[src/shared/ccr_pkg.sv]
// Constants, register map and carrier types of the charge channel readout sequencer
package ccr_pkg;
   // Register map
   localparam logic [3:0] CTRL_OFFSET = 4'h0;
   localparam logic [3:0] STATUS_OFFSET = 4'h4;
   localparam logic [31:0] CTRL_RESET = 32'h0000_0000;
   localparam logic [1:0] RESP_OKAY = 2'b00;
   localparam logic [1:0] RESP_SLVERR = 2'b10;
   // Control fields
   localparam int CTRL_POL_BIT = 0;
   localparam int CTRL_PAR_BIT = 1;
   localparam int CTRL_FLOAT_BIT = 2;
   localparam int CTRL_RANGE_LSB = 4;
   localparam int RANGE_W = 3;
   localparam int RANGE_COUNT = 8;
   // Status fields
   localparam int STAT_STATE_LSB = 0;
   localparam int STAT_EOC_BIT = 2;
   localparam int STAT_READY_BIT = 3;
   localparam int STAT_WAIT_BIT = 4;
   localparam int STAT_FAST_BIT = 5;
   localparam int STAT_DRV1_LSB = 8;
   localparam int STAT_DRV0_LSB = 16;
   localparam int STAT_CNT_LSB = 24;
   // Readout geometry
   localparam int CH_PER_DRV = 32;
   localparam logic [5:0] DRV1_TOP_CH = 6'h3F;
   localparam logic [5:0] DRV0_TOP_CH = 6'h1F;
   localparam logic [7:0] SEQ_STEP = 8'h04;
   localparam logic [7:0] SEQ_SKEW = 8'h02;
   localparam logic [7:0] SEQ_D1_FIRST = 8'h01;
   localparam logic [7:0] SEQ_D0_FIRST = 8'(SEQ_D1_FIRST + SEQ_SKEW);
   localparam logic [7:0] SEQ_D1_END = 8'(SEQ_D1_FIRST + CH_PER_DRV * SEQ_STEP);
   localparam logic [7:0] SEQ_D0_END = 8'(SEQ_D0_FIRST + CH_PER_DRV * SEQ_STEP);
   localparam logic [7:0] SIM_FIRST = 8'h01;
   localparam logic [7:0] SIM_END = 8'(SIM_FIRST + CH_PER_DRV);
   // Readout clock limits
   localparam int SYS_CLK_KHZ = 40000;
   localparam int SEQ_MAX_CLK_KHZ = 15000;
   localparam int SIM_MAX_CLK_KHZ = 3750;
   localparam logic [7:0] SEQ_MIN_PERIOD_CYC = 8'((SYS_CLK_KHZ + SEQ_MAX_CLK_KHZ - 1) / SEQ_MAX_CLK_KHZ);
   localparam logic [7:0] SIM_MIN_PERIOD_CYC = 8'((SYS_CLK_KHZ + SIM_MAX_CLK_KHZ - 1) / SIM_MAX_CLK_KHZ);
   // Pin inputs
   localparam int PIN_W = 4;
   localparam int PIN_START = 0;
   localparam int PIN_CLK = 1;
   localparam int PIN_CLEAR = 2;
   localparam int PIN_SAMPLE = 3;

   typedef enum logic [1:0] {
      ST_IDLE = 2'b00,
      ST_ARMED = 2'b01,
      ST_READ = 2'b10,
      ST_WAIT = 2'b11
   } ccr_state_type;

   typedef struct packed {
      logic [RANGE_W-1:0] range;
      logic output_float_enable;
      logic parallel_readout_sel;
      logic integrate_polarity_sel;
   } ccr_ctrl_type;

   typedef struct packed {
      logic [5:0] chan;
      logic data_on;
      logic oe;
   } ccr_drv_type;
endpackage

[src/hdl/ccr_pin_filter.sv]
// Three-stage pin synchroniser with agreement filter
module ccr_pin_filter #(
   parameter int W = 4
) (
   // Clock and reset
   input wire logic aclk,
   input wire logic aresetn,
   // Pins and filtered levels
   input wire logic [W-1:0] pin_raw,
   output logic [W-1:0] pin_level
);
   generate
      for (genvar g = 0; g < W; g++) begin : g_bit
         logic s1_q;
         logic s2_q;
         logic s3_q;
         logic lvl_q;
         always_ff @(posedge aclk) begin
            if (!aresetn) begin
               s1_q <= 1'b0;
               s2_q <= 1'b0;
               s3_q <= 1'b0;
            end else begin
               s1_q <= pin_raw[g];
               s2_q <= s1_q;
               s3_q <= s2_q;
            end
         end
         // Level changes only once stages two and three agree
         always_ff @(posedge aclk) begin
            if (!aresetn) begin
               lvl_q <= 1'b0;
            end else if (s2_q == s3_q) begin
               lvl_q <= s3_q;
            end
         end
         assign pin_level[g] = lvl_q;
      end
   endgenerate
endmodule

[src/hdl/ccr_readout_seq.sv]
// Readout sequencer of a 64-channel charge-integrating front end
//
// Chosen here: the AXI4-Lite interface to the registers and the register offsets.
module ccr_readout_seq (
   // Clock and reset
   input wire logic aclk,
   input wire logic aresetn,
   // AXI4-Lite write address
   input wire logic [31:0] s_axi_awaddr,
   input wire logic s_axi_awvalid,
   output logic s_axi_awready,
   // AXI4-Lite write data
   input wire logic [31:0] s_axi_wdata,
   input wire logic [3:0] s_axi_wstrb,
   input wire logic s_axi_wvalid,
   output logic s_axi_wready,
   // AXI4-Lite write response
   output logic [1:0] s_axi_bresp,
   output logic s_axi_bvalid,
   input wire logic s_axi_bready,
   // AXI4-Lite read address
   input wire logic [31:0] s_axi_araddr,
   input wire logic s_axi_arvalid,
   output logic s_axi_arready,
   // AXI4-Lite read data
   output logic [31:0] s_axi_rdata,
   output logic [1:0] s_axi_rresp,
   output logic s_axi_rvalid,
   input wire logic s_axi_rready,
   // Controller pins
   input wire logic read_start_in,
   input wire logic readout_clk_in,
   input wire logic integrator_clear,
   input wire logic signal_level_sample,
   // Analog steering outputs
   output ccr_pkg::ccr_drv_type drv1,
   output ccr_pkg::ccr_drv_type drv0,
   output logic out_pos_ref_upper,
   output logic out_neg_ref_upper,
   output logic [ccr_pkg::RANGE_COUNT-1:0] fb_cap_sel,
   output logic eoc_out
);
   logic [ccr_pkg::PIN_W-1:0] pin_lvl;
   logic [ccr_pkg::PIN_W-1:0] pin_prev_q;
   logic start_rise;
   logic start_fall;
   logic clk_rise;
   logic clear_rise;
   logic sample_fall;
   ccr_pkg::ccr_ctrl_type ctrl_q;
   ccr_pkg::ccr_state_type state_q;
   logic par_mode_q;
   logic [7:0] cnt_q;
   logic [7:0] cnt_next;
   logic eoc_q;
   logic ready_q;
   logic wait_pend_q;
   logic clear_seen_q;
   logic fast_q;
   logic [7:0] period_q;
   logic read_done;
   logic aw_held_q;
   logic w_held_q;
   logic [3:0] awaddr_q;
   logic [31:0] wdata_q;
   logic [3:0] wstrb_q;
   logic do_write;
   logic [1:0] bresp_q;
   logic bvalid_q;
   logic [31:0] rdata_q;
   logic [1:0] rresp_q;
   logic rvalid_q;
   logic [31:0] status_word;
   logic fast_clear;

   ccr_pin_filter #(
      .W(ccr_pkg::PIN_W)
   ) u_pins (
      .aclk(aclk),
      .aresetn(aresetn),
      .pin_raw({signal_level_sample, integrator_clear, readout_clk_in, read_start_in}),
      .pin_level(pin_lvl)
   );

   always_ff @(posedge aclk) begin
      if (!aresetn) begin
         pin_prev_q <= '0;
      end else begin
         pin_prev_q <= pin_lvl;
      end
   end

   assign start_rise = pin_lvl[ccr_pkg::PIN_START] & ~pin_prev_q[ccr_pkg::PIN_START];
   assign start_fall = ~pin_lvl[ccr_pkg::PIN_START] & pin_prev_q[ccr_pkg::PIN_START];
   assign clk_rise = pin_lvl[ccr_pkg::PIN_CLK] & ~pin_prev_q[ccr_pkg::PIN_CLK];
   assign clear_rise = pin_lvl[ccr_pkg::PIN_CLEAR] & ~pin_prev_q[ccr_pkg::PIN_CLEAR];
   assign sample_fall = ~pin_lvl[ccr_pkg::PIN_SAMPLE] & pin_prev_q[ccr_pkg::PIN_SAMPLE];

   // Analog configuration straight from the control register
   assign out_pos_ref_upper = ~ctrl_q.integrate_polarity_sel;
   assign out_neg_ref_upper = ctrl_q.integrate_polarity_sel;
   generate
      for (genvar g = 0; g < ccr_pkg::RANGE_COUNT; g++) begin : g_range
         assign fb_cap_sel[g] = (ctrl_q.range == 3'(g));
      end
   endgenerate

   // Driver state for a given edge count within its slot window
   function automatic ccr_pkg::ccr_drv_type drv_at(input logic [7:0] n, input logic [7:0] first,
                                                   input logic [7:0] last_end, input logic par,
                                                   input logic [5:0] top, input logic float_en);
      ccr_pkg::ccr_drv_type d;
      logic [7:0] idx;
      idx = par ? 8'(n - first) : 8'((n - first) >> 2);
      d.chan = top;
      d.data_on = 1'b0;
      d.oe = ~float_en;
      if (n >= first && n < last_end) begin
         d.chan = 6'(top - idx[5:0]);
         d.data_on = 1'b1;
         d.oe = 1'b1;
      end
      return d;
   endfunction

   assign cnt_next = 8'(cnt_q + 8'h01);
   assign read_done = clk_rise && (par_mode_q ? (cnt_next == ccr_pkg::SIM_END)
                                              : (cnt_next == ccr_pkg::SEQ_D0_END));

   // Sequencer state
   always_ff @(posedge aclk) begin
      if (!aresetn) begin
         state_q <= ccr_pkg::ST_IDLE;
         cnt_q <= 8'h00;
         par_mode_q <= 1'b0;
      end else begin
         unique case (state_q)
            ccr_pkg::ST_IDLE: begin
               if (start_rise) begin
                  state_q <= ccr_pkg::ST_ARMED;
                  cnt_q <= 8'h00;
               end
            end
            ccr_pkg::ST_ARMED: begin
               cnt_q <= 8'h00;
               if (start_fall) begin
                  state_q <= ccr_pkg::ST_READ;
                  par_mode_q <= ctrl_q.parallel_readout_sel;
               end
            end
            ccr_pkg::ST_READ: begin
               if (start_rise) begin
                  state_q <= ccr_pkg::ST_ARMED;
                  cnt_q <= 8'h00;
               end else if (clk_rise) begin
                  cnt_q <= cnt_next;
                  if (read_done) begin
                     state_q <= wait_pend_q ? ccr_pkg::ST_WAIT : ccr_pkg::ST_IDLE;
                  end
               end
            end
            ccr_pkg::ST_WAIT: begin
               if (start_rise && (clear_seen_q || clear_rise)) begin
                  state_q <= ccr_pkg::ST_ARMED;
                  cnt_q <= 8'h00;
               end
            end
         endcase
      end
   end

   // Output driver steering, updated on each readout clock rising edge during a read
   always_ff @(posedge aclk) begin
      if (!aresetn) begin
         drv1 <= '{chan: ccr_pkg::DRV1_TOP_CH, data_on: 1'b0, oe: 1'b1};
         drv0 <= '{chan: ccr_pkg::DRV0_TOP_CH, data_on: 1'b0, oe: 1'b1};
      end else if (state_q == ccr_pkg::ST_READ && clk_rise && !start_rise) begin
         if (par_mode_q) begin
            // Both drivers together, one channel per edge
            drv1 <= drv_at(cnt_next, ccr_pkg::SIM_FIRST, ccr_pkg::SIM_END, 1'b1,
                           ccr_pkg::DRV1_TOP_CH, ctrl_q.output_float_enable);
            drv0 <= drv_at(cnt_next, ccr_pkg::SIM_FIRST, ccr_pkg::SIM_END, 1'b1,
                           ccr_pkg::DRV0_TOP_CH, ctrl_q.output_float_enable);
         end else begin
            // Four-clock slots, driver 0 two clocks behind
            drv1 <= drv_at(cnt_next, ccr_pkg::SEQ_D1_FIRST, ccr_pkg::SEQ_D1_END, 1'b0,
                           ccr_pkg::DRV1_TOP_CH, ctrl_q.output_float_enable);
            drv0 <= drv_at(cnt_next, ccr_pkg::SEQ_D0_FIRST, ccr_pkg::SEQ_D0_END, 1'b0,
                           ccr_pkg::DRV0_TOP_CH, ctrl_q.output_float_enable);
         end
      end else if (state_q != ccr_pkg::ST_READ) begin
         drv1 <= '{chan: ccr_pkg::DRV1_TOP_CH, data_on: 1'b0, oe: ~ctrl_q.output_float_enable};
         drv0 <= '{chan: ccr_pkg::DRV0_TOP_CH, data_on: 1'b0, oe: ~ctrl_q.output_float_enable};
      end
   end

   // End of conversion
   always_ff @(posedge aclk) begin
      if (!aresetn) begin
         eoc_q <= 1'b1;
      end else if (start_rise && state_q != ccr_pkg::ST_WAIT) begin
         eoc_q <= 1'b0;
      end else if (start_rise && (clear_seen_q || clear_rise)) begin
         eoc_q <= 1'b0;
      end else if (state_q == ccr_pkg::ST_READ && read_done) begin
         eoc_q <= 1'b1;
      end
   end
   assign eoc_out = eoc_q;

   // Sampled data pending for the next scan
   always_ff @(posedge aclk) begin
      if (!aresetn) begin
         ready_q <= 1'b0;
      end else if (sample_fall) begin
         ready_q <= 1'b1;
      end else if (clear_rise) begin
         ready_q <= 1'b0;
      end
   end

   // Early-read detection and wait release
   always_ff @(posedge aclk) begin
      if (!aresetn) begin
         wait_pend_q <= 1'b0;
         clear_seen_q <= 1'b0;
      end else begin
         if (start_rise && state_q != ccr_pkg::ST_WAIT) begin
            wait_pend_q <= ready_q && !clear_rise;
         end else if (state_q == ccr_pkg::ST_WAIT && start_rise && (clear_seen_q || clear_rise)) begin
            wait_pend_q <= 1'b0;
         end
         if (state_q == ccr_pkg::ST_WAIT && clear_rise) begin
            clear_seen_q <= 1'b1;
         end else if (state_q != ccr_pkg::ST_WAIT) begin
            clear_seen_q <= 1'b0;
         end
      end
   end

   // Readout clock period check, sticky, write one to clear
   assign fast_clear = do_write && awaddr_q == ccr_pkg::STATUS_OFFSET && wstrb_q[0]
                       && wdata_q[ccr_pkg::STAT_FAST_BIT];
   always_ff @(posedge aclk) begin
      if (!aresetn) begin
         period_q <= 8'hFF;
         fast_q <= 1'b0;
      end else begin
         if (clk_rise) begin
            period_q <= 8'h01;
         end else if (period_q != 8'hFF) begin
            period_q <= 8'(period_q + 8'h01);
         end
         if (clk_rise && state_q == ccr_pkg::ST_READ &&
             period_q < 8'((ctrl_q.parallel_readout_sel ? ccr_pkg::SIM_MIN_PERIOD_CYC
                                                        : ccr_pkg::SEQ_MIN_PERIOD_CYC) - 8'h01)) begin
            fast_q <= 1'b1;
         end else if (fast_clear) begin
            fast_q <= 1'b0;
         end
      end
   end

   // AXI4-Lite write path
   assign s_axi_awready = !aw_held_q && !bvalid_q;
   assign s_axi_wready = !w_held_q && !bvalid_q;
   assign do_write = aw_held_q && w_held_q && !bvalid_q;
   always_ff @(posedge aclk) begin
      if (!aresetn) begin
         aw_held_q <= 1'b0;
         w_held_q <= 1'b0;
         awaddr_q <= 4'h0;
         wdata_q <= 32'h0000_0000;
         wstrb_q <= 4'h0;
         bvalid_q <= 1'b0;
         bresp_q <= ccr_pkg::RESP_OKAY;
      end else begin
         if (s_axi_awvalid && s_axi_awready) begin
            aw_held_q <= 1'b1;
            awaddr_q <= (s_axi_awaddr[31:4] == 28'h000_0000) ? s_axi_awaddr[3:0] : 4'hF;
         end
         if (s_axi_wvalid && s_axi_wready) begin
            w_held_q <= 1'b1;
            wdata_q <= s_axi_wdata;
            wstrb_q <= s_axi_wstrb;
         end
         if (do_write) begin
            aw_held_q <= 1'b0;
            w_held_q <= 1'b0;
            bvalid_q <= 1'b1;
            bresp_q <= (awaddr_q == ccr_pkg::CTRL_OFFSET || awaddr_q == ccr_pkg::STATUS_OFFSET)
                       ? ccr_pkg::RESP_OKAY : ccr_pkg::RESP_SLVERR;
         end else if (bvalid_q && s_axi_bready) begin
            bvalid_q <= 1'b0;
         end
      end
   end
   assign s_axi_bvalid = bvalid_q;
   assign s_axi_bresp = bresp_q;

   always_ff @(posedge aclk) begin
      if (!aresetn) begin
         ctrl_q <= '{range: ccr_pkg::CTRL_RESET[ccr_pkg::CTRL_RANGE_LSB +: ccr_pkg::RANGE_W],
                     output_float_enable: ccr_pkg::CTRL_RESET[ccr_pkg::CTRL_FLOAT_BIT],
                     parallel_readout_sel: ccr_pkg::CTRL_RESET[ccr_pkg::CTRL_PAR_BIT],
                     integrate_polarity_sel: ccr_pkg::CTRL_RESET[ccr_pkg::CTRL_POL_BIT]};
      end else if (do_write && awaddr_q == ccr_pkg::CTRL_OFFSET && wstrb_q[0]) begin
         ctrl_q.integrate_polarity_sel <= wdata_q[ccr_pkg::CTRL_POL_BIT];
         ctrl_q.parallel_readout_sel <= wdata_q[ccr_pkg::CTRL_PAR_BIT];
         ctrl_q.output_float_enable <= wdata_q[ccr_pkg::CTRL_FLOAT_BIT];
         ctrl_q.range <= wdata_q[ccr_pkg::CTRL_RANGE_LSB +: ccr_pkg::RANGE_W];
      end
   end

   // AXI4-Lite read path
   always_comb begin
      status_word = 32'h0000_0000;
      status_word[ccr_pkg::STAT_STATE_LSB +: 2] = state_q;
      status_word[ccr_pkg::STAT_EOC_BIT] = eoc_q;
      status_word[ccr_pkg::STAT_READY_BIT] = ready_q;
      status_word[ccr_pkg::STAT_WAIT_BIT] = wait_pend_q;
      status_word[ccr_pkg::STAT_FAST_BIT] = fast_q;
      status_word[ccr_pkg::STAT_DRV1_LSB +: 6] = drv1.chan;
      status_word[ccr_pkg::STAT_DRV0_LSB +: 6] = drv0.chan;
      status_word[ccr_pkg::STAT_CNT_LSB +: 8] = cnt_q;
   end

   assign s_axi_arready = !rvalid_q;
   always_ff @(posedge aclk) begin
      if (!aresetn) begin
         rvalid_q <= 1'b0;
         rdata_q <= 32'h0000_0000;
         rresp_q <= ccr_pkg::RESP_OKAY;
      end else if (s_axi_arvalid && s_axi_arready) begin
         rvalid_q <= 1'b1;
         rresp_q <= ccr_pkg::RESP_OKAY;
         rdata_q <= 32'h0000_0000;
         if (s_axi_araddr[31:4] != 28'h000_0000) begin
            rresp_q <= ccr_pkg::RESP_SLVERR;
         end else if (s_axi_araddr[3:0] == ccr_pkg::CTRL_OFFSET) begin
            // Same field positions as the write path
            rdata_q <= {25'h000_0000, ctrl_q.range, 1'b0, ctrl_q.output_float_enable,
                        ctrl_q.parallel_readout_sel, ctrl_q.integrate_polarity_sel};
         end else if (s_axi_araddr[3:0] == ccr_pkg::STATUS_OFFSET) begin
            rdata_q <= status_word;
         end else begin
            rresp_q <= ccr_pkg::RESP_SLVERR;
         end
      end else if (rvalid_q && s_axi_rready) begin
         rvalid_q <= 1'b0;
      end
   end
   assign s_axi_rvalid = rvalid_q;
   assign s_axi_rdata = rdata_q;
   assign s_axi_rresp = rresp_q;
endmodule

[config.mk]
export PLATFORM = sky130hd
export DESIGN_NAME = ccr_readout_seq
export DESIGN_NICKNAME = d
export VERILOG_FILES = /design/src/shared/ccr_pkg.sv /design/src/hdl/ccr_pin_filter.sv /design/src/hdl/ccr_readout_seq.sv
export SDC_FILE = /design/constraint.sdc
export NUM_CORES = 1
export LEC_CHECK = 0
export BUFFER_PORTS_ARGS = -buffer_cell sky130_fd_sc_hd__buf_2
export CORE_MARGIN = 1
export CORE_UTILIZATION = 40
export DETAILED_ROUTE_END_ITERATION = 10
export PLACE_DENSITY = 0.76
export REMOVE_ABC_BUFFERS = 1
export SYNTH_ARGS = -nofsm -noshare
export SYNTH_HDL_FRONTEND = slang
export SYNTH_SLANG_ARGS = --single-unit
[constraint.sdc]
create_clock -name aclk -period 2.5 [get_ports aclk]
set_input_delay 0.5 -clock aclk [delete_from_list [all_inputs] [get_ports aclk]]
set_output_delay 0.5 -clock aclk [all_outputs]
set_load 0.05 [all_outputs]
==> results.txt, run 1 <==
The run finished with clean final reports. In this run, placement finished with an instance count of 902. The area of all placed cells without fillers came out at 0.006456 mm2.

The width of the chip came out at 114.5 um. The global-route congestion overflow total came out at 0. The highest ir drop seen on vdd is 0.3930 mV.

The placer's final routability congestion estimate is 0.8772. The number of input and output port buffers inserted came out at 142. The number of H-tree branching levels is 3.

The cell count after synthesis is 590. In this run the core area contains 40 standard-cell rows. Setup repair after global routing left no endpoint under its margin. The post-synthesis to final-layout area growth is 27.60%. The number of setup buffers added after CTS came out at 0.

The part of the total power dissipated in combinational logic is 0.141. The sequential fraction of the synthesis area is 0.4352. Dividing the detail-routed via count by the number of cells gives 5.137. The worst path in the final design needs a cycle of 2.390 ns, including I/O delays and setup. STA classifies the critical path startpoint as a flip-flop. The overall via count from detail_route is 4716.

The worst setup path is captured at a flip-flop. The detail-routed net length per standard cell came out at 13.56 um. The slowest stage of the critical path belongs to the cell sky130_fd_sc_hd__dfxtp_2. The number of nets with antenna violations after detailed routing came out at 0. The post-layout utilization of the core is 0.5309. The count of maximum capacitance violations is 0.

The longest individual stage delay on the worst path is 0.36 ns. The maximum buffer depth of the clock tree is 2. Setup violations remaining at the end of the flow were counted as 0. The analysis attributes to cell leakage a power of 2.735 nW. The number of pins with negative max-slew slack in the final report came out at 0.

The placed standard-cell area is 0.006110 mm2. For this run, the leading register cell type out of synthesis is sky130_fd_sc_hd__dfxtp_1. The root buffer selected by CTS is sky130_fd_sc_hd__clkbuf_16. The sequential fraction of design power came out at 0.497. The total power of the final layout came out at 0.003825 W. The via count of the first global-routing pass came out at 4494.

The number of synthesized flops with an enable pin came out at 0. The number of sinks handled by clock tree synthesis is 110. The critical path goes through buf_4 -> ha_2 -> xor2_1 -> nor3b_2 -> buf_4 -> o21a_1 -> a32oi_1 -> and3_2 -> nor2_2 -> o32a_1. TritonCTS built the clock tree. The DRC violation count after routing is 0. The synthesized design contains 110 register bits.

STA puts the critical path data required time at 2.74 ns. The synthesis warning total is 0. The clock share of power is 0.362. Clock-pin slew was measured on the worst setup and hold paths at 0.07 ns. The initial antenna violation count is 0.

The final routed wirelength across all metal layers came out at 12450 um. Across every metal layer, demand over resource in global routing totals 0.2020. The global-route wire length before repair came out at 20980 um. The boundary pin count is 179. The total negative slack for setup checks is 0 ns. The share of post-route cells with drive strength above 1 is 0.3000.

The power per cell area is 592.4 mW/mm2. Internal power comes to 0.002766 W. The effective utilization at floorplan is 0.4160.

The number of cells in the finished layout apart from fillers came out at 918. The pin count of the biggest net entering global routing came out at 66. The highest clock rate came out at 0.4184 GHz.

The number of buffers added by the clock tree synthesis step is 9. The cell area that synthesis handed to floorplanning was 0.005060 mm2. Along the worst path, the maximum fanout reaches 6. The mean post-synth cell area is 8.576 um2. The combined buffer and inverter count along the critical path is 2. At the later pin of the worst-skew pair, clock insertion delay measures 0.36 ns. Of the total power, the share spent switching nets is 0.2768.

The arrival time at the worst endpoint came out at 2.63 ns. The total net switching power is 0.001059 W. The number of endpoints with negative hold slack in the final report came out at 0. The first TritonRoute pass finished after 4 iterations. The min-delay analysis places its worst path in the category in -> reg.

In the finished design, the share of the clock period the worst path needs comes to 0.9559. The estimated wirelength of the detail-placed design came out at 9265 um. The post-synthesis cell type count is 60. The number of antenna diodes came out at 0. The total area inside the core boundary comes to 0.01216 mm2. Between clock sinks in the finished design, the worst skew comes to 0.008384 ns.

In this design, the critical path's most frequently occurring cell is sky130_fd_sc_hd__buf_4. The height of the die came out at 114.5 um. The die outline area came out at 0.01310 mm2. The first-iteration detailed-routing DRC count came out at 207. The critical path class is reg -> reg. The cell family contributing the most delay on the critical path is compound AO/OA/AOI/OAI gates.

After the last flow step, the layout net total stands at 867. The async set-or-reset flop fraction in the synthesized netlist is 0.
==> per-layer routing <==
layer  up-vias  wire length [um]  global-route usage
li1       2388                 -                   -
met1      2155              5305              0.2398
met2       155              6212              0.3580
met3        18               681             0.04711
met4         0               245             0.06667
met5         -                 0                   0
==> sequential cells by signal, indices dropped and copies added (netlist names), 2 cells and up <==
signal / count
s_axi_rdata: 27
cnt_q: 8
drv0: 8
drv1: 8
period_q: 8
wdata_q: 6
ctrl_q: 5
awaddr_q: 4
pin_prev_q: 4
u_pins.g_bit.lvl_q: 4
u_pins.g_bit.s1_q: 4
u_pins.g_bit.s2_q: 4
u_pins.g_bit.s3_q: 4
state_q: 2
==> power groups by stage <==
stage / Sequential (W) / Clock (W) / Combinational, W
after floorplan: 0.00194 / 0 / 0.000365
after global placement: 0.00194 / 0 / 0.000524
after detailed placement: 0.00194 / 0 / 0.000539
after CTS: 0.00190 / 0.00142 / 0.000546
after global routing: 0.00191 / 0.00148 / 0.000612
final: 0.00190 / 0.00138 / 0.000540
==> final timing paths <==
check	startpoint	endpoint	slack, ns	cells past startpoint
hold / removal	s_axi_rready	s_axi_rvalid	0.32	2
setup / recovery	cnt_q[1]	drv0[3]	0.11	10
hold reg to reg	u_pins.g_bit[0].s1_q	u_pins.g_bit[0].s2_q	0.43	1
setup reg to reg	cnt_q[1]	drv0[3]	0.11	10
==> through the flow <==
step	setup slack, ns	hold WS (ns)
detailed placement	-0.02098	0.4232
CTS	0.01087	0.3170
floorplan	-0.4377	0.4118
finish	0.1102	0.3246
global route	0.008992	0.3377
global placement	0.01886	0.4136
==> cells by family (layout without fill, tap and decap cells) <==
logic type | after synthesis | count (layout) | share of synthesized area
simple gates | 235 | 235 | 0.2366
buf+inv | 63 | 217 | 0.05563
mux | 19 | 19 | 0.03759
xor+xnor | 21 | 21 | 0.03635
flops | 110 | 110 | 0.4352
fa+ha+maj | 11 | 11 | 0.02720
compound gates | 130 | 130 | 0.1706
other cells | 1 | 7 | 0.0007411
==> cells in the mapped netlist (4+ instances only) <==
| library cell | number | area share |
|---|---|---|
| sky130_fd_sc_hd__o221a_2 | 4 | 0.0089 |
| sky130_fd_sc_hd__nor2_1 | 87 | 0.065 |
| sky130_fd_sc_hd__a32oi_1 | 4 | 0.0069 |
| sky130_fd_sc_hd__nor3_1 | 12 | 0.012 |
| sky130_fd_sc_hd__a22oi_1 | 28 | 0.042 |
| sky130_fd_sc_hd__a21oi_1 | 30 | 0.030 |
| sky130_fd_sc_hd__nand2b_1 | 8 | 0.0099 |
| sky130_fd_sc_hd__ha_1 | 11 | 0.027 |
| sky130_fd_sc_hd__nand4_1 | 9 | 0.011 |
| sky130_fd_sc_hd__nand3_1 | 15 | 0.015 |
| sky130_fd_sc_hd__buf_4 | 9 | 0.013 |
| sky130_fd_sc_hd__nor4_1 | 16 | 0.020 |
| sky130_fd_sc_hd__inv_1 | 17 | 0.013 |
| sky130_fd_sc_hd__dfxtp_1 | 110 | 0.44 |
| sky130_fd_sc_hd__buf_1 | 4 | 0.0030 |
| sky130_fd_sc_hd__and3_1 | 9 | 0.011 |
| sky130_fd_sc_hd__o21ai_0 | 29 | 0.029 |
| sky130_fd_sc_hd__xnor2_1 | 15 | 0.026 |
| sky130_fd_sc_hd__a31oi_1 | 5 | 0.0062 |
| sky130_fd_sc_hd__and2_1 | 22 | 0.027 |
| sky130_fd_sc_hd__mux2i_1 | 19 | 0.038 |
| sky130_fd_sc_hd__nand2_1 | 30 | 0.022 |
| sky130_fd_sc_hd__nor3b_1 | 6 | 0.0089 |
| sky130_fd_sc_hd__o32a_1 | 4 | 0.0079 |
| sky130_fd_sc_hd__xor2_1 | 6 | 0.010 |
| sky130_fd_sc_hd__clkbuf_1 | 28 | 0.021 |
| sky130_fd_sc_hd__o211ai_1 | 4 | 0.0059 |
==> worst register-to-register path: cells and delay by family, from the launching register on <==
family | cells | cell delay (ns)
AO/OA/AOI/OAI | 3 | 0.75
XOR/XNOR | 1 | 0.23
adder cells (fa/ha/maj) | 1 | 0.23
buffers and inverters | 2 | 0.29
flip-flops | 1 | 0.36
AND/OR/NAND/NOR | 3 | 0.43
==> area by class of cell <==
cell class	count	area, um2
fill	1171	5705
multi-input combinational	423	2653
sequential	110	2205
timing repair buffer	183	1031
clock buffer	9	225.2
tap	168	210.2
inverter	18	67.56
clock inverter	7	65.06
==> layout by cell type (no fill, tap or decap), types with 16 or more instances in the layout <==
cell type / synthesis / final
sky130_fd_sc_hd__buf_2: 3 / 142
sky130_fd_sc_hd__dfxtp_1: 110 / 108
sky130_fd_sc_hd__nor2_1: 87 / 85
sky130_fd_sc_hd__buf_4: 9 / 40
sky130_fd_sc_hd__nand2_1: 30 / 30
sky130_fd_sc_hd__a21oi_1: 30 / 30
sky130_fd_sc_hd__o21ai_0: 29 / 28
sky130_fd_sc_hd__a22oi_1: 28 / 28
sky130_fd_sc_hd__and2_1: 22 / 22
sky130_fd_sc_hd__mux2i_1: 19 / 19
sky130_fd_sc_hd__inv_1: 17 / 16
sky130_fd_sc_hd__nor4_1: 16 / 16
==> timing repair <==
| action | CTS | global route |
|---|---|---|
| resized for setup | 3 | 11 |
| hold buffers | 0 | 0 |
| setup endpoints to repair | 3 | 16 |
| pin swaps | 0 | 2 |
Note: power is estimated with default switching activity, not from simulation.
==> inputs of run 2 (changes only) <==
--- a/config.mk
+++ b/config.mk
@@ -6,10 +6,12 @@
 export NUM_CORES = 1
 export LEC_CHECK = 0
 export BUFFER_PORTS_ARGS = -buffer_cell sky130_fd_sc_hd__buf_2
+export CELL_PAD_IN_SITES_DETAIL_PLACEMENT = 1
+export CELL_PAD_IN_SITES_GLOBAL_PLACEMENT = 1
 export CORE_MARGIN = 1
-export CORE_UTILIZATION = 40
+export CORE_UTILIZATION = 39
 export DETAILED_ROUTE_END_ITERATION = 10
-export PLACE_DENSITY = 0.76
+export PLACE_DENSITY = 0.92
 export REMOVE_ABC_BUFFERS = 1
 export SYNTH_ARGS = -nofsm -noshare
 export SYNTH_HDL_FRONTEND = slang
==> constraint.sdc (replaced) <==
create_clock -name aclk -period 3.1 [get_ports aclk]
set_input_delay 0.62 -clock aclk [delete_from_list [all_inputs] [get_ports aclk]]
set_output_delay 0.62 -clock aclk [all_outputs]
set_load 0.05 [all_outputs]
==> run 2 against run 1 <==
Combinational power shrank 15%. Routed wire length grew 18%. Clock skew shrank 0.0026 ns. Flip-flop and latch count is the same. Global-route usage grew 3.1 points. Count of clock-buffer cells in the layout grew 1. Hold slack gained 0.11 ns. Sequential share of layout area grew 1.4 points.
==> results.txt, run 2 (same netlist as run 1, synthesis figures left out) <==
The tightest min-delay check is of the reg -> reg type. The number of H-tree branching levels is 3 (unchanged). The initial antenna violation count came to 0 (unchanged). The via count of the first global-routing pass is 5049 (+12%). The global routing usage summed across all routing layers is 0.2327 (+0.03062).

The post-synthesis to final-layout area growth came out at 22.40%. The final routed wirelength across all metal layers came out at 14720 um (+18%). The worst relative slew slack came out at 0.4519. The number of flip-flops under the largest register name came out at 27 (unchanged). The count of maximum capacitance violations came out at 0 (unchanged). The boundary pin count came out at 179 (unchanged). The share of post-route cells with drive strength above 1 is 0.2604 (-0.03961). The share of the clock period used by the worst path came to 0.9225 (-0.03338). The core area is 0.01262 mm2 (+3.8%).

The DRC violation count after routing is 0 (unchanged). The count of placed standard cells including taps is 878 (-2.7%). The count of cells resized by post-cts repair came out at 0 (-3).

Leaving out fill and tap cells, the most frequent cells in the layout are sky130_fd_sc_hd__buf_2 (142), sky130_fd_sc_hd__dfxtp_1 (110), sky130_fd_sc_hd__nor2_1 (87). The global-route wire length before repair came out at 24120 um (+15%). The pin count of the biggest net entering global routing came out at 47 (-29%). The static leakage is 2.592 nW (-5.2%).

The effective utilization at floorplan was 0.4010 (-0.01510). The worst-skew pair later-pin latency came out at 0.37 ns (about the same). The overall via count from detail_route came to 4779 (+1.3%).

At the pin with the least slew margin, the transition time is 0.8222 ns. The number of setup buffers added after CTS is 0 (unchanged). The width of the chip came out at 115.9 um (+1.3%).

The number of nets with antenna violations after detailed routing came to 0 (unchanged). The global-route congestion overflow total came out at 0 (unchanged). The most common cell after layout, fill and taps aside is sky130_fd_sc_hd__buf_2. The maximum clock skew at final layout was 0.005815 ns (-0.002569 ns). The post-CTS clock slew at the launch and capture registers of the worst setup and hold paths is 0.08 ns (about the same). The die outline area is 0.01343 mm2 (+2.5%).

The power per cell area came to 508.8 mW/mm2 (-14%). The number of input and output port buffers inserted is 142 (unchanged). The number of hold buffers added after CTS came out at 0 (unchanged). The detail-routed net length per standard cell is 16.47 um (+21%).

The worst setup path is captured at a flip-flop. The placer's final routability congestion estimate was 0.8190 (-6.6%). The arrival time at the worst endpoint is 3.12 ns (+0.49 ns). The number of pins with negative max-slew slack in the final report came out at 0 (unchanged). The flow ran to the end, and the final reports show no timing, DRC or antenna violations. The required time of the worst setup path is 3.36 ns (+0.62 ns). The highest clock rate is 0.3497 GHz (-16%). STA classifies the critical path startpoint as a flip-flop. The estimated wirelength of the detail-placed design came out at 11250 um (+21%).

The first-pass detailed-route iteration total came to 4 (unchanged). The number of cells in the finished layout apart from fillers is 894 (-2.6%). The number of endpoints with negative hold slack in the final report is 0 (unchanged). The number of antenna diodes is 0 (unchanged). The height of the die came out at 115.9 um (+1.3%). The maximum buffer depth of the clock tree was 2 (unchanged). The final period demand of the worst path is 2.860 ns (+0.4701 ns).

The number of endpoints failing setup at the final stage came to 0 (unchanged). The highest fanout seen on the critical path is 10 (+4). The number of buffers added by the clock tree synthesis step came to 9 (unchanged). The filler cell count is 1589 (+36%). The post-detailed-route via-to-cell ratio came out at 5.346 (+4.1%). The final layout net count came out at 839 (-3.2%). The total negative slack for setup checks was 0 ns (unchanged).

The first-iteration detailed-routing DRC count is 198 (-4.3%). Setup repair after global routing left no endpoint under its margin. The number of rows in the core area is 41 (+2.5%).

The number of sinks handled by clock tree synthesis is 110 (unchanged). TritonCTS built the clock tree. The critical path is of the reg -> reg type.

The highest ir drop seen on vdd came to 0.2527 mV (-36%). In this run the clock root is driven by a sky130_fd_sc_hd__clkbuf_16.
[run 2: final cells by class]
type / instances / area, um2 / area share
clock buffer: 10 / 239.0 / 0.03859
clock inverter: 6 / 50.05 / 0.008081
inverter: 18 / 67.56 / 0.01091
multi-input combinational: 423 / 2611 / 0.4216
sequential: 110 / 2202 / 0.3556
tap: 172 / 215.2 / 0.03475
timing repair buffer: 155 / 808.3 / 0.1305
[run 2: where the power goes]
part	leakage, nW	switching [W]	internal (W)
Clock	0.142	0.000573	0.000581
Sequential	0.894	0.0000586	0.00148
Combinational	1.56	0.000275	0.000186
Total	2.59	0.000906	0.00225
[run 2: path summary, 6_finish.rpt]
kind / from / endpoint / slack (ns) / cells past startpoint
setup / recovery: cnt_q[1] / drv1[3] / 0.24 / 8
hold / removal: u_pins.g_bit[0].s1_q / u_pins.g_bit[0].s2_q / 0.44 / 1
setup reg to reg: cnt_q[1] / drv1[3] / 0.24 / 8
hold reg to reg: u_pins.g_bit[0].s1_q / u_pins.g_bit[0].s2_q / 0.44 / 1
[run 2: critical path: stages, from the launching register on]
cell,delay [ns]
sky130_fd_sc_hd__dfxtp_1,0.46
sky130_fd_sc_hd__ha_1,0.41
sky130_fd_sc_hd__nand2_1,0.16
sky130_fd_sc_hd__nor2_1,0.15
sky130_fd_sc_hd__xor2_1,0.61
sky130_fd_sc_hd__nor4_1,0.17
sky130_fd_sc_hd__nor3_2,0.29
sky130_fd_sc_hd__nor2_1,0.16
sky130_fd_sc_hd__o32a_1,0.34
[run 2: metrics by stage]
stage          hold WS [ns]  cell area (um2)  total power [W]  utilization  setup WS, ns
2_1_floorplan        0.4118             4868         0.001857            -        0.1623
3_3_place_gp         0.4184             5892         0.001974       0.4669        0.2205
3_5_place_dp         0.4256             5892         0.002025       0.4669        0.1707
4_1_cts              0.4410             6181         0.003176       0.4898        0.1287
5_1_grt              0.4563             6193         0.003285       0.4908       0.02472
6_report             0.4393             6193         0.003151       0.4908        0.2401
[run 2: layer usage]
metal / share of wire / up-vias / GRT usage
met5: 0 / - / 0
met4: 0.025 / 0 / 0.08718
met3: 0.037 / 26 / 0.04236
met2: 0.53 / 128 / 0.4468
met1: 0.40 / 2303 / 0.2512
li1: - / 2322 / -
